[src/logic/pcs_consts.svh]
`ifndef PCS_CONSTS_SVH
`define PCS_CONSTS_SVH

// ****************************************
// Register map
// ****************************************
`define PCS_ADDR_W 12
`define PCS_CTRL_OFFSET 12'h1c4

// ****************************************
// Field positions in power_control
// ****************************************
`define PCS_BIT_BUTTON 31
`define PCS_BIT_BATTERY 29
`define PCS_BIT_DIV16 26
`define PCS_BIT_MODFREE 25
`define PCS_CMP_HI 15
`define PCS_CMP_LO 12
`define PCS_BIT_TIMER_EN 11
`define PCS_BIT_FO_EN 10
`define PCS_BIT_FO_ARMED 9
`define PCS_BIT_FO_EVENT 8
`define PCS_BIT_SHORT 7
`define PCS_BIT_BYPASS 5
`define PCS_BIT_HALT 4
`define PCS_BIT_DEBOUNCE 3
`define PCS_BIT_POWER_ON 2
`define PCS_BIT_SUPPLY 1
`define PCS_BIT_RAIL 0

// ****************************************
// Reset values
// ****************************************
`define PCS_RST_BIT 1'b0
`define PCS_RST_POWER_ON 1'b1
`define PCS_RST_COMPARE 4'h0

// ****************************************
// Timing, in ms, and tick counts derived
// ****************************************
`define PCS_TICK_SHORT_MS 2
`define PCS_TICK_LONG_MS 8
`define PCS_SHORT_MIN_MS 4
`define PCS_LONG_MIN_MS 16
`define PCS_DEBOUNCE_MIN_MS 16
`define PCS_SHORT_TICKS (`PCS_SHORT_MIN_MS / `PCS_TICK_SHORT_MS + 1)
`define PCS_LONG_TICKS (`PCS_LONG_MIN_MS / `PCS_TICK_LONG_MS + 1)
`define PCS_DEBOUNCE_TICKS (`PCS_DEBOUNCE_MIN_MS / `PCS_TICK_LONG_MS + 1)
`define PCS_DIV16_RATIO 16

`endif

[src/logic/pcs_pkg.sv]
`include "pcs_consts.svh"

package pcs_pkg;

  typedef struct packed {
    logic psel;
    logic penable;
    logic pwrite;
    logic [`PCS_ADDR_W-1:0] paddr;
    logic [31:0] pwdata;
  } pcs_apb_req_s;

  typedef struct packed {
    logic sysclk_div16_sel;
    logic module_clock_free_sel;
    logic [3:0] stop_timer_compare;
    logic stop_timer_en;
    logic forced_off_enable;
    logic short_settle_sel;
    logic settle_bypass;
    logic button_debounce_en;
  } pcs_ctrl_s;

  typedef enum logic [1:0] {
    SETTLE_OFF,
    SETTLE_WAIT,
    SETTLE_OK
  } pcs_settle_e;

endpackage : pcs_pkg

[src/logic/pcs_settle.sv]
`timescale 1ns/100ps
`include "pcs_consts.svh"

module pcs_settle #(
  parameter int CNT_W = 2
) (
  // Clock and reset
  input wire logic clk_in,
  input wire logic rst_n_in,
  // Rail and ticks
  input wire logic main_rail_in,
  input wire logic tick_2ms_in,
  input wire logic tick_8ms_in,
  // Control
  input wire logic short_settle_sel_in,
  input wire logic settle_bypass_in,
  // Status
  output logic clock_ok_out
);

  localparam logic [CNT_W-1:0] SHORT_LAST = CNT_W'(`PCS_SHORT_TICKS - 1);
  localparam logic [CNT_W-1:0] LONG_LAST = CNT_W'(`PCS_LONG_TICKS - 1);

  pcs_pkg::pcs_settle_e state;
  logic [CNT_W-1:0] ticks;
  logic tick;
  logic [CNT_W-1:0] last;

  // First tick lands anywhere in one period, hence one tick extra
  assign tick = short_settle_sel_in ? tick_2ms_in : tick_8ms_in;
  assign last = short_settle_sel_in ? SHORT_LAST : LONG_LAST;

  always_ff @(posedge clk_in or negedge rst_n_in) begin
    if (!rst_n_in) begin
      state <= pcs_pkg::SETTLE_OFF;
      ticks <= '0;
    end else begin
      case (state)
        pcs_pkg::SETTLE_OFF: begin
          ticks <= '0;
          if (main_rail_in) begin
            state <= settle_bypass_in ? pcs_pkg::SETTLE_OK : pcs_pkg::SETTLE_WAIT;
          end
        end
        pcs_pkg::SETTLE_WAIT: begin
          if (!main_rail_in) begin
            state <= pcs_pkg::SETTLE_OFF;
          end else if (settle_bypass_in) begin
            state <= pcs_pkg::SETTLE_OK;
          end else if (tick) begin
            if (ticks == last) begin
              state <= pcs_pkg::SETTLE_OK;
            end else begin
              ticks <= ticks + 1'b1;
            end
          end
        end
        pcs_pkg::SETTLE_OK: begin
          if (!main_rail_in) begin
            state <= pcs_pkg::SETTLE_OFF;
          end
        end
        default: state <= pcs_pkg::SETTLE_OFF;
      endcase
    end
  end

  assign clock_ok_out = (state == pcs_pkg::SETTLE_OK);
endmodule : pcs_settle

[src/logic/pcs_debounce.sv]
`timescale 1ns/100ps
`include "pcs_consts.svh"

module pcs_debounce #(
  parameter int CNT_W = 2
) (
  // Clock and reset
  input wire logic clk_in,
  input wire logic rst_n_in,
  // Tick and button
  input wire logic tick_8ms_in,
  input wire logic power_button_in,
  input wire logic en_in,
  // Filtered level
  output logic stable_out
);

  localparam logic [CNT_W-1:0] LAST = CNT_W'(`PCS_DEBOUNCE_TICKS - 1);

  logic [CNT_W-1:0] cnt;

  always_ff @(posedge clk_in or negedge rst_n_in) begin
    if (!rst_n_in) begin
      stable_out <= 1'b0;
      cnt <= '0;
    end else if (!en_in) begin
      stable_out <= power_button_in;
      cnt <= '0;
    end else if (power_button_in == stable_out) begin
      cnt <= '0;
    end else if (tick_8ms_in) begin
      if (cnt == LAST) begin
        stable_out <= power_button_in;
        cnt <= '0;
      end else begin
        cnt <= cnt + 1'b1;
      end
    end
  end
endmodule : pcs_debounce

[src/logic/pcs_power_ctrl.sv]
`timescale 1ns/100ps
`include "pcs_consts.svh"

module pcs_power_ctrl #(
  parameter int DIV_RATIO = `PCS_DIV16_RATIO,
  parameter int TIMER_W = 4
) (
  // Clock and reset
  input wire logic clk_in,
  input wire logic rst_n_in,
  // APB slave
  input wire pcs_pkg::pcs_apb_req_s apb_in,
  output logic pready_out,
  output logic [31:0] prdata_out,
  output logic pslverr_out,
  // Supply, battery and button
  input wire logic battery_good_in,
  input wire logic power_button_in,
  input wire logic main_rail_in,
  input wire logic irq_pending_in,
  output logic supply_request_out,
  output logic rail_on_warning_out,
  // Time base ticks
  input wire logic tick_2ms_in,
  input wire logic tick_8ms_in,
  // Clock gating
  output logic sysclk_en_out,
  output logic module_clk_en_out,
  output logic core_clk_en_out,
  // Interrupt events
  output logic stop_timer_irq_out,
  output logic button_rise_irq_out,
  output logic button_fall_irq_out
);

  // ****************************************
  // Reset release
  // ****************************************
  logic rst_meta;
  logic rst_n;

  always_ff @(posedge clk_in or negedge rst_n_in) begin
    if (!rst_n_in) begin
      rst_meta <= 1'b0;
      rst_n <= 1'b0;
    end else begin
      rst_meta <= 1'b1;
      rst_n <= rst_meta;
    end
  end

  // ****************************************
  // APB decode
  // ****************************************
  function automatic logic addr_hit(input logic [`PCS_ADDR_W-1:0] addr);
    addr_hit = (addr == `PCS_CTRL_OFFSET);
  endfunction : addr_hit

  logic setup;
  logic wr;
  logic [31:0] wdata;
  logic [31:0] rd_word;

  assign setup = apb_in.psel && !apb_in.penable;
  assign wr = apb_in.psel && apb_in.penable && apb_in.pwrite && addr_hit(apb_in.paddr);
  assign wdata = apb_in.pwdata;
  // Zero wait states; unmapped accesses answer with an error
  assign pready_out = 1'b1;
  assign pslverr_out = apb_in.psel && apb_in.penable && !addr_hit(apb_in.paddr);

  // ****************************************
  // Control state
  // ****************************************
  pcs_pkg::pcs_ctrl_s ctrl;
  logic forced_off_armed;
  logic forced_off_event;
  logic core_clock_halt;
  logic power_on_flag;
  logic supply_request;
  logic rail_on_warning;
  logic battery_q;
  logic button_eff;
  logic button_q;
  logic button_press;
  logic wake;
  logic battery_fall;
  logic forced_off;

  assign button_press = button_eff && !button_q;
  assign wake = battery_good_in && (button_press || irq_pending_in);
  assign battery_fall = battery_q && !battery_good_in;
  assign forced_off = ctrl.forced_off_enable && forced_off_armed && battery_fall;

  always_ff @(posedge clk_in or negedge rst_n) begin
    if (!rst_n) begin
      ctrl.sysclk_div16_sel <= `PCS_RST_BIT;
      ctrl.module_clock_free_sel <= `PCS_RST_BIT;
      ctrl.stop_timer_compare <= `PCS_RST_COMPARE;
      ctrl.stop_timer_en <= `PCS_RST_BIT;
      ctrl.forced_off_enable <= `PCS_RST_BIT;
      ctrl.short_settle_sel <= `PCS_RST_BIT;
      ctrl.settle_bypass <= `PCS_RST_BIT;
      ctrl.button_debounce_en <= `PCS_RST_BIT;
    end else if (wr) begin
      ctrl.sysclk_div16_sel <= wdata[`PCS_BIT_DIV16];
      ctrl.module_clock_free_sel <= wdata[`PCS_BIT_MODFREE];
      ctrl.stop_timer_compare <= wdata[`PCS_CMP_HI:`PCS_CMP_LO];
      ctrl.stop_timer_en <= wdata[`PCS_BIT_TIMER_EN];
      ctrl.forced_off_enable <= wdata[`PCS_BIT_FO_EN];
      ctrl.short_settle_sel <= wdata[`PCS_BIT_SHORT];
      ctrl.settle_bypass <= wdata[`PCS_BIT_BYPASS];
      ctrl.button_debounce_en <= wdata[`PCS_BIT_DEBOUNCE];
    end
  end

  // Supply outputs: forced shutdown first, then wake, then software
  always_ff @(posedge clk_in or negedge rst_n) begin
    if (!rst_n) begin
      supply_request <= `PCS_RST_BIT;
      rail_on_warning <= `PCS_RST_BIT;
    end else if (forced_off) begin
      supply_request <= 1'b0;
      rail_on_warning <= 1'b0;
    end else if (wake) begin
      supply_request <= 1'b1;
      rail_on_warning <= 1'b1;
    end else if (wr) begin
      // Clearing is refused while an enabled interrupt is pending
      supply_request <= wdata[`PCS_BIT_SUPPLY] || (irq_pending_in && supply_request);
      rail_on_warning <= wdata[`PCS_BIT_RAIL] || (irq_pending_in && rail_on_warning);
    end
  end

  // Armed by a wake from off or by a software write of 1; set wins over a software clear
  always_ff @(posedge clk_in or negedge rst_n) begin
    if (!rst_n) begin
      forced_off_armed <= `PCS_RST_BIT;
    end else if (wake && !supply_request) begin
      forced_off_armed <= 1'b1;
    end else if (wr) begin
      forced_off_armed <= wdata[`PCS_BIT_FO_ARMED];
    end
  end

  always_ff @(posedge clk_in or negedge rst_n) begin
    if (!rst_n) begin
      forced_off_event <= `PCS_RST_BIT;
    end else if (forced_off) begin
      forced_off_event <= 1'b1;
    end else if (wr) begin
      forced_off_event <= wdata[`PCS_BIT_FO_EVENT];
    end
  end

  // Hardware clear wins so a pending interrupt always restarts the core
  always_ff @(posedge clk_in or negedge rst_n) begin
    if (!rst_n) begin
      core_clock_halt <= `PCS_RST_BIT;
    end else if (irq_pending_in) begin
      core_clock_halt <= 1'b0;
    end else if (wr) begin
      core_clock_halt <= wdata[`PCS_BIT_HALT];
    end
  end

  always_ff @(posedge clk_in or negedge rst_n) begin
    if (!rst_n) begin
      power_on_flag <= `PCS_RST_POWER_ON;
    end else if (wr) begin
      power_on_flag <= wdata[`PCS_BIT_POWER_ON];
    end
  end

  assign supply_request_out = supply_request;
  assign rail_on_warning_out = rail_on_warning;

  // ****************************************
  // Read path
  // ****************************************
  always_comb begin
    rd_word = '0;
    rd_word[`PCS_BIT_BUTTON] = power_button_in;
    rd_word[`PCS_BIT_BATTERY] = battery_good_in;
    rd_word[`PCS_BIT_DIV16] = ctrl.sysclk_div16_sel;
    rd_word[`PCS_BIT_MODFREE] = ctrl.module_clock_free_sel;
    rd_word[`PCS_CMP_HI:`PCS_CMP_LO] = ctrl.stop_timer_compare;
    rd_word[`PCS_BIT_TIMER_EN] = ctrl.stop_timer_en;
    rd_word[`PCS_BIT_FO_EN] = ctrl.forced_off_enable;
    rd_word[`PCS_BIT_FO_ARMED] = forced_off_armed;
    rd_word[`PCS_BIT_FO_EVENT] = forced_off_event;
    rd_word[`PCS_BIT_SHORT] = ctrl.short_settle_sel;
    rd_word[`PCS_BIT_BYPASS] = ctrl.settle_bypass;
    rd_word[`PCS_BIT_HALT] = core_clock_halt;
    rd_word[`PCS_BIT_DEBOUNCE] = ctrl.button_debounce_en;
    rd_word[`PCS_BIT_POWER_ON] = power_on_flag;
    rd_word[`PCS_BIT_SUPPLY] = supply_request;
    rd_word[`PCS_BIT_RAIL] = rail_on_warning;
  end

  // Captured in setup so the access phase sees a registered value
  always_ff @(posedge clk_in or negedge rst_n) begin
    if (!rst_n) begin
      prdata_out <= '0;
    end else if (setup) begin
      prdata_out <= addr_hit(apb_in.paddr) ? rd_word : '0;
    end
  end

  // ****************************************
  // Stop timer
  // ****************************************
  logic [TIMER_W-1:0] timer_cnt;
  logic timer_match;
  logic timer_match_q;

  assign timer_match = ctrl.stop_timer_en && (timer_cnt == ctrl.stop_timer_compare);

  always_ff @(posedge clk_in or negedge rst_n) begin
    if (!rst_n) begin
      timer_cnt <= '0;
    end else if (!ctrl.stop_timer_en) begin
      timer_cnt <= '0;
    end else if (tick_8ms_in) begin
      timer_cnt <= timer_cnt + 1'b1;
    end
  end

  // One event per match, not one per cycle the match holds
  always_ff @(posedge clk_in or negedge rst_n) begin
    if (!rst_n) begin
      timer_match_q <= 1'b0;
      stop_timer_irq_out <= 1'b0;
    end else begin
      timer_match_q <= timer_match;
      stop_timer_irq_out <= timer_match && !timer_match_q;
    end
  end

  // ****************************************
  // Power button
  // ****************************************
  logic button_stable;

  pcs_debounce #(
    .CNT_W(2)
  ) u_debounce (
    .clk_in(clk_in),
    .rst_n_in(rst_n),
    .tick_8ms_in(tick_8ms_in),
    .power_button_in(power_button_in),
    .en_in(ctrl.button_debounce_en),
    .stable_out(button_stable)
  );

  assign button_eff = ctrl.button_debounce_en ? button_stable : power_button_in;

  always_ff @(posedge clk_in or negedge rst_n) begin
    if (!rst_n) begin
      button_q <= 1'b0;
      battery_q <= 1'b0;
      button_rise_irq_out <= 1'b0;
      button_fall_irq_out <= 1'b0;
    end else begin
      button_q <= button_eff;
      battery_q <= battery_good_in;
      button_rise_irq_out <= button_eff && !button_q;
      button_fall_irq_out <= !button_eff && button_q;
    end
  end

  // ****************************************
  // Clock settle and gating
  // ****************************************
  logic clock_ok;
  logic [3:0] div_cnt;
  logic div_tick;
  logic next_sysclk_en;

  pcs_settle #(
    .CNT_W(2)
  ) u_settle (
    .clk_in(clk_in),
    .rst_n_in(rst_n),
    .main_rail_in(main_rail_in),
    .tick_2ms_in(tick_2ms_in),
    .tick_8ms_in(tick_8ms_in),
    .short_settle_sel_in(ctrl.short_settle_sel),
    .settle_bypass_in(ctrl.settle_bypass),
    .clock_ok_out(clock_ok)
  );

  assign div_tick = (div_cnt == 4'(DIV_RATIO - 1));
  // Reduce-frequency field stays in the clock module; only the extra divide is here
  assign next_sysclk_en = clock_ok && (!ctrl.sysclk_div16_sel || div_tick);

  always_ff @(posedge clk_in or negedge rst_n) begin
    if (!rst_n) begin
      div_cnt <= '0;
    end else begin
      div_cnt <= div_tick ? 4'h0 : div_cnt + 4'h1;
    end
  end

  always_ff @(posedge clk_in or negedge rst_n) begin
    if (!rst_n) begin
      sysclk_en_out <= 1'b0;
      module_clk_en_out <= 1'b0;
      core_clk_en_out <= 1'b0;
    end else begin
      sysclk_en_out <= next_sysclk_en;
      module_clk_en_out <= ctrl.module_clock_free_sel ? clock_ok : next_sysclk_en;
      core_clk_en_out <= next_sysclk_en && !core_clock_halt;
    end
  end
endmodule : pcs_power_ctrl

[config.mk]
export PLATFORM = sky130hd
export DESIGN_NAME = pcs_power_ctrl
export DESIGN_NICKNAME = d
export VERILOG_FILES = /design/src/logic/pcs_pkg.sv /design/src/logic/pcs_settle.sv /design/src/logic/pcs_debounce.sv /design/src/logic/pcs_power_ctrl.sv
export VERILOG_INCLUDE_DIRS = /design/src /design/src/logic
export SDC_FILE = /design/constraint.sdc
export NUM_CORES = 1
export LEC_CHECK = 0
export ABC_AREA = 1
export BUFFER_PORTS_ARGS = -buffer_cell sky130_fd_sc_hd__buf_2
export CORE_MARGIN = 2
export CORE_UTILIZATION = 47
export CTS_BUF_LIST = sky130_fd_sc_hd__clkbuf_4 sky130_fd_sc_hd__clkbuf_8
export CTS_CLUSTER_SIZE = 12
export DETAILED_ROUTE_END_ITERATION = 12
export GPL_TIMING_DRIVEN = 0
export PLACE_DENSITY = 0.78
export SYNTH_ARGS = -nofsm -noshare
export SYNTH_HDL_FRONTEND = slang
export SYNTH_HIERARCHICAL = 1
export SYNTH_SLANG_ARGS = --single-unit
[constraint.sdc]
create_clock -name clk_in -period 2 [get_ports clk_in]
set_input_delay 0.3 -clock clk_in [delete_from_list [all_inputs] [get_ports clk_in]]
set_output_delay 0.3 -clock clk_in [all_outputs]
set_load 0.01 [all_outputs]
==> After elaboration in Yosys (flattened, before gate mapping) <==
Index checks and enable logic that the tools add are counted.
Widths: inputs -> output; s select.
{ "op_classes": {"eq_ne": 21, "n_mux": 40, "reduce_logical": 40, "n_addsub": 4} }
{ "op_table": {"columns": ["cell", "count"], "rows": [
  ["$mux 32", 1],
  ["$mux 2", 15],
  ["$mux 1", 19],
  ["$logic_and 1x1->1", 18],
  ["$ne 2x2->1 const B", 8],
  ["$eq 12x9->1 const B", 1],
  ["$mux 4", 3],
  ["$logic_not 1->1", 9],
  ["$add 4x1->4 const B", 2],
  ["$ne 4x3->1 const B", 2],
  ["$reduce_bool 2->1", 4],
  ["$eq 2x2->1 const B", 3],
  ["$pmux 2 s3", 1],
  ["$reduce_and 5->1", 1],
  ["$add 2x1->2 const B", 2],
  ["$eq 4x4->1", 1],
  ["$eq 4x4->1 const B", 1],
  ["$logic_or 1x1->1", 4],
  ["$ne 2x1->1 const B", 2],
  ["$pmux 2 s2", 1],
  ["$reduce_and 4->1", 1],
  ["$ne 3x2->1 const B", 1],
  ["$reduce_and 3->1", 1],
  ["$reduce_bool 3->1", 1],
  ["3 further kinds", 3]
]} }
{ "totals": {"input_bits": 55, "ff_bits": 75, "output_inout_bits": 42} }

==> Logic depth before layout (Yosys ltp) <==
{ "logic_depth": {"depth_word": 6, "depth_mapped": 9} }

==> Cells and area by module <==
Netlist, hierarchy kept.
{ "modules_own_cells": {"columns": ["mod", "cells_per_inst", "area_per_inst_um2", "n_inst"], "rows": [
  ["pcs_power_ctrl", 290, 2524.9, 1],
  ["pcs_settle", 46, 297.8, 1],
  ["pcs_debounce", 27, 170.2, 1]
]} }

==> Least setup slack after synthesis <==
OpenSTA, ideal clock, no wires.
{ "synth_path": {"path_type": "input-to-reg", "from": "input apb_in[43] (netlist name)", "to": "register supply_request (netlist: supply_request_out)", "t_arrival_ns": 1.105, "n_path_buf": 1, "setup_slack_ns": 0.776, "path_stages": 6, "setup_ns": 0.119, "path_cell_list": "or2_4 > nor2_4 > nand3_4 > clkbuf_8 > nand4_1 > nand2_1"} }
{ "synth_between": {"elab_chain_len": 3} }
{ "synth_lines": {"columns": ["element", "line_no", "text"], "rows": [
  ["start, declared", "pcs_power_ctrl.sv:12", "input wire pcs_pkg::pcs_apb_req_s apb_in,"],
  ["$eq 12x9->1 (no line)", null, null],
  ["$logic_and 1x1->1", "pcs_power_ctrl.sv:65", "assign wr = apb_in.psel && apb_in.penable && apb_in.pwrite && addr_hit(apb_in.paddr);"],
  ["$reduce_bool 3->1 (no line)", null, null],
  ["end signal, assigned", "pcs_power_ctrl.sv:119", "supply_request <= `PCS_RST_BIT;"],
  ["end signal, assigned", "pcs_power_ctrl.sv:129", "supply_request <= wdata[`PCS_BIT_SUPPLY] || (irq_pending_in && supply_request);"],
  ["end, declared", "pcs_power_ctrl.sv:79", "logic supply_request;"]
]} }
Every way passes these cells.
A chain may end at the register's enable or synchronous reset.

==> Worst setup path after layout <==
{ "layout_path": {"from": "register ctrl[0] (netlist name)", "to": "register forced_off_armed"} }
{ "layout_between": {"elab_chain_len": 6, "word_cells_on_any_way": 7, "cone_classes": "2 x mux; 5 x reduce/logical"} }
{ "layout_lines": {"columns": ["element", "line_no", "text"], "rows": [
  ["start, declared", "pcs_power_ctrl.sv:74", "pcs_pkg::pcs_ctrl_s ctrl;"],
  ["$mux 1 (*)", "pcs_power_ctrl.sv:255", "assign button_eff = ctrl.button_debounce_en ? button_stable : power_button_in;"],
  ["$logic_and 1x1->1 (*)", "pcs_power_ctrl.sv:89", "assign button_press = button_eff && !button_q;"],
  ["$logic_or 1x1->1 (*)", "pcs_power_ctrl.sv:90", "assign wake = battery_good_in && (button_press || irq_pending_in);"],
  ["$logic_and 1x1->1 (*)", "pcs_power_ctrl.sv:90", null],
  ["$logic_and 1x1->1 (*)", "pcs_power_ctrl.sv:138", "end else if (wake && !supply_request) begin"],
  ["$mux 1 or $reduce_bool 2->1 (tied branches)", null, null],
  ["end signal, assigned", "pcs_power_ctrl.sv:137", "forced_off_armed <= `PCS_RST_BIT;"],
  ["end signal, assigned", "pcs_power_ctrl.sv:141", "forced_off_armed <= wdata[`PCS_BIT_FO_ARMED];"],
  ["end, declared", "pcs_power_ctrl.sv:75", "logic forced_off_armed;"]
]} }
Mark *: on every way between the ends. The rest lies on a longest branch, timed or not.

==> reports/summary.txt <==
max incr delay on CP -> 0.46 ns
synthesized-area fraction occupied by adder cells -> 1.25%
number of global-route vias before repair -> 2396
# setup viols final -> 0
mean post-synth cell area -> 8.24 um2
Core ar. -> 0.00624 mm2
initial drt markers -> 182
TritonRoute pass-1 iters -> 4
CP Data Required Time -> 2.29 ns
site row count -> 29
all-layer global routing usage -> 19.8%
maximum clock path buffer count -> 2
Max-cap violations -> 0
Final Hold Viols -> 0
io pins -> 97
worst-path fanout max -> 7
cell family with most CP delay -> simple AND/OR/NAND/NOR gates
#FFs+latches synth -> 62
register area share after synthesis -> 51.9%
VDD IR max -> 0.496 mV
hold_ws -> 0.117 ns
fin crit share -> 66.9%
mux cell area share after synthesis -> 0%
# port buffers -> 67
post-route minimum period -> 1.34 ns
CTS tree -> yes
crit path capture type -> flop
DRC viols -> 0
CP arrival -> 1.62 ns
initial antenna violation count -> 0
slowest CP cell -> dfrtp_1
Chip Width -> 83.8 um
Routed Wire Length -> 6.43 mm
largest area contributor in the netlist -> dfrtp_1
final setup TNS -> 0 ns
Vias -> 2526
root buffer selected by CTS -> clkbuf_8
Synth cell types -> 32
Post-CTS Setup Inserts -> 0
DP Wirelength -> 4.77 mm
Worst-path clk slew -> 0.06 ns
final worst setup slack -> 0.662 ns
via/cell ratio -> 4.70
DIE HEIGHT -> 83.8 um
CP most frequent cell -> nand2_1
pwr dens -> 853 mW/mm2
outcome -> complete, no violations
share of cells above drive strength 1 -> 27.8%
CTS resizes -> 0
Skew-Pair Late Insertion Delay -> 0.35 ns
diode count -> 0
Syn Std Cell Area -> 0.00299 mm2
Hold Crit Class -> in -> reg
Place WS -> 0.577 ns
RSZ-0062 raised after global routing -> no
Post-Synth XOR/XNOR Area -> 0.293%
Starting Density -> 48.0%
Final GP Congestion -> 0.809
top post-synthesis cells by area -> dfrtp_1 51%, nand2_1 13%, o21ai_0 6.0%
Final nets -> 514
Max Slew Vio Count -> 0
crit start category -> flop
Synth Area in Compound Gates -> 9.66%
area grow syn2layout -> 23.8%
largest net degree at the start of global routing -> 44
hold buffers post-CTS -> 1
clock skew -> 0.00610 ns
Routed wire per std cell -> 11.9 um
f_max -> 747 MHz
Yosys top cell area share -> 51.0%
die area -> 0.00702 mm2
critical setup path kind -> reg -> reg
Synth Warn # -> 6
CTS H-Tree Depth -> 3
Post-Synth Simple-Gate Area -> 25.1%
final antenna-violating net count -> 0
CTS Buf Count -> 9
total power -> 0.00316 W
GRT overflow -> 0
leakage power figure -> 2.06 nW
first-pass GRT wire length -> 10.8 mm
post-synthesis cell count -> 363
main combinational cell family by area after synthesis -> simple AND/OR/NAND/NOR gates
CP cell instances -> inv_1 -> nand2_1 -> nand3_1 -> nand2_1 -> nand2_1 -> or2_2 -> nand3_1
Worst Path Buf+Inv -> 1
Sink Count -> 62
Final Util -> 59.4%
fill count -> 577
cells by family (layout without fill, tap and decap cells):
| logic type | after synthesis | in the layout |
|---|---|---|
| xor gates and xnor gates | 1 | 1 |
| adders and majority gates | 3 | 3 |
| other | 2 | 15 |
| AOI/OAI and AO/OA | 57 | 57 |
| buffers and inverters | 67 | 152 |
| DFF | 62 | 62 |
| and+or+nand+nor | 171 | 171 |
metrics by stage:
step	std cells	instance area, um2
2_1_floorplan	376	3040
3_3_place_gp	520	3470
3_5_place_dp	521	3490
4_1_cts	538	3710
5_1_grt	538	3710
6_report	538	3710
power breakdown:
group / internal (W) / switching [W]
clock network: 0.000628 / 0.000465
logic: 0.000245 / 0.000374
registers: 0.00137 / 0.0000765
path summary, 6_finish.rpt:
| path | from | endpoint | slack [ns] | depth (start not counted) |
|---|---|---|---|---|
| hold / removal | battery_good_in | battery_q | 0.12 | 1 |
| setup reg to reg | ctrl[0] | forced_off_armed | 0.66 | 7 |
| hold reg to reg | rst_n | button_fall_irq_out | 0.20 | 0 |
| min in group asynchronous | rst_n | button_fall_irq_out | 0.20 | 0 |
| setup / recovery | ctrl[0] | forced_off_armed | 0.66 | 7 |
| max in group asynchronous | rst_n | power_on_flag | 1.20 | 1 |
cell usage after synthesis:
master,count
a21oi_1,6
a31oi_1,1
buf_12,1
buf_2,2
buf_4,14
buf_6,1
clkbuf_1,2
clkbuf_2,1
clkbuf_8,1
conb_1,2
dfrtp_1,61
dfstp_2,1
ha_1,3
inv_1,42
inv_2,2
inv_6,1
nand2_1,105
nand2_2,7
nand3_1,21
nand3_4,1
nand4_1,3
nor2_1,21
nor2_2,6
nor2_4,2
nor3_1,1
nor4_1,1
o21ai_0,36
o21ai_1,12
o22ai_1,2
or2_2,2
or2_4,1
xor2_1,1
area by class of cell:
class                      count  area (um2)  share of cell area (%)
buffer                        22         173                    4.66
clock buffer                  16         201                    5.44
inverter                      45         174                    4.69
multi-input combinational    247        1140                    30.8
sequential                    62        1550                    41.9
tap                           77        96.3                    2.60
timing repair buffer          69         365                    9.86
state kept, by name (all words and copies together), names as in the netlist, 2 cells and up:
signal / flops
prdata_out: 19
ctrl: 11
div_cnt: 4
timer_cnt: 4
u_debounce/cnt: 2
u_settle/state: 2
u_settle/ticks: 2
per-layer routing:
layer | GRT usage, % | share of wire (%) | vias up
li1 | - | - | 1301
met1 | 25.1 | 44 | 1155
met2 | 31.5 | 49 | 56
met3 | 4.95 | 5.2 | 14
met4 | 9.82 | 2.2 | 0
met5 | 0 | 0 | -
worst reg2reg max path: stages, from the launching register on:
cell and delay (ns):
dfrtp_1 0.46, inv_1 0.08, nand2_1 0.08, nand3_1 0.10
nand2_1 0.07, nand2_1 0.11, or2_2 0.30, nand3_1 0.06
cell usage in the layout, fill, tap and decap left out, types with 7 or more instances in the layout:
cell / n
o21ai_0: 36
buf_2: 69
nor2_1: 21
inv_1: 42
nand2_2: 7
o21ai_1: 12
clkbuf_8: 14
buf_4: 14
conb_1: 15
dfrtp_1: 60
nand2_1: 105
nand3_1: 21
No activity file was read; power rests on OpenSTA's default activity.
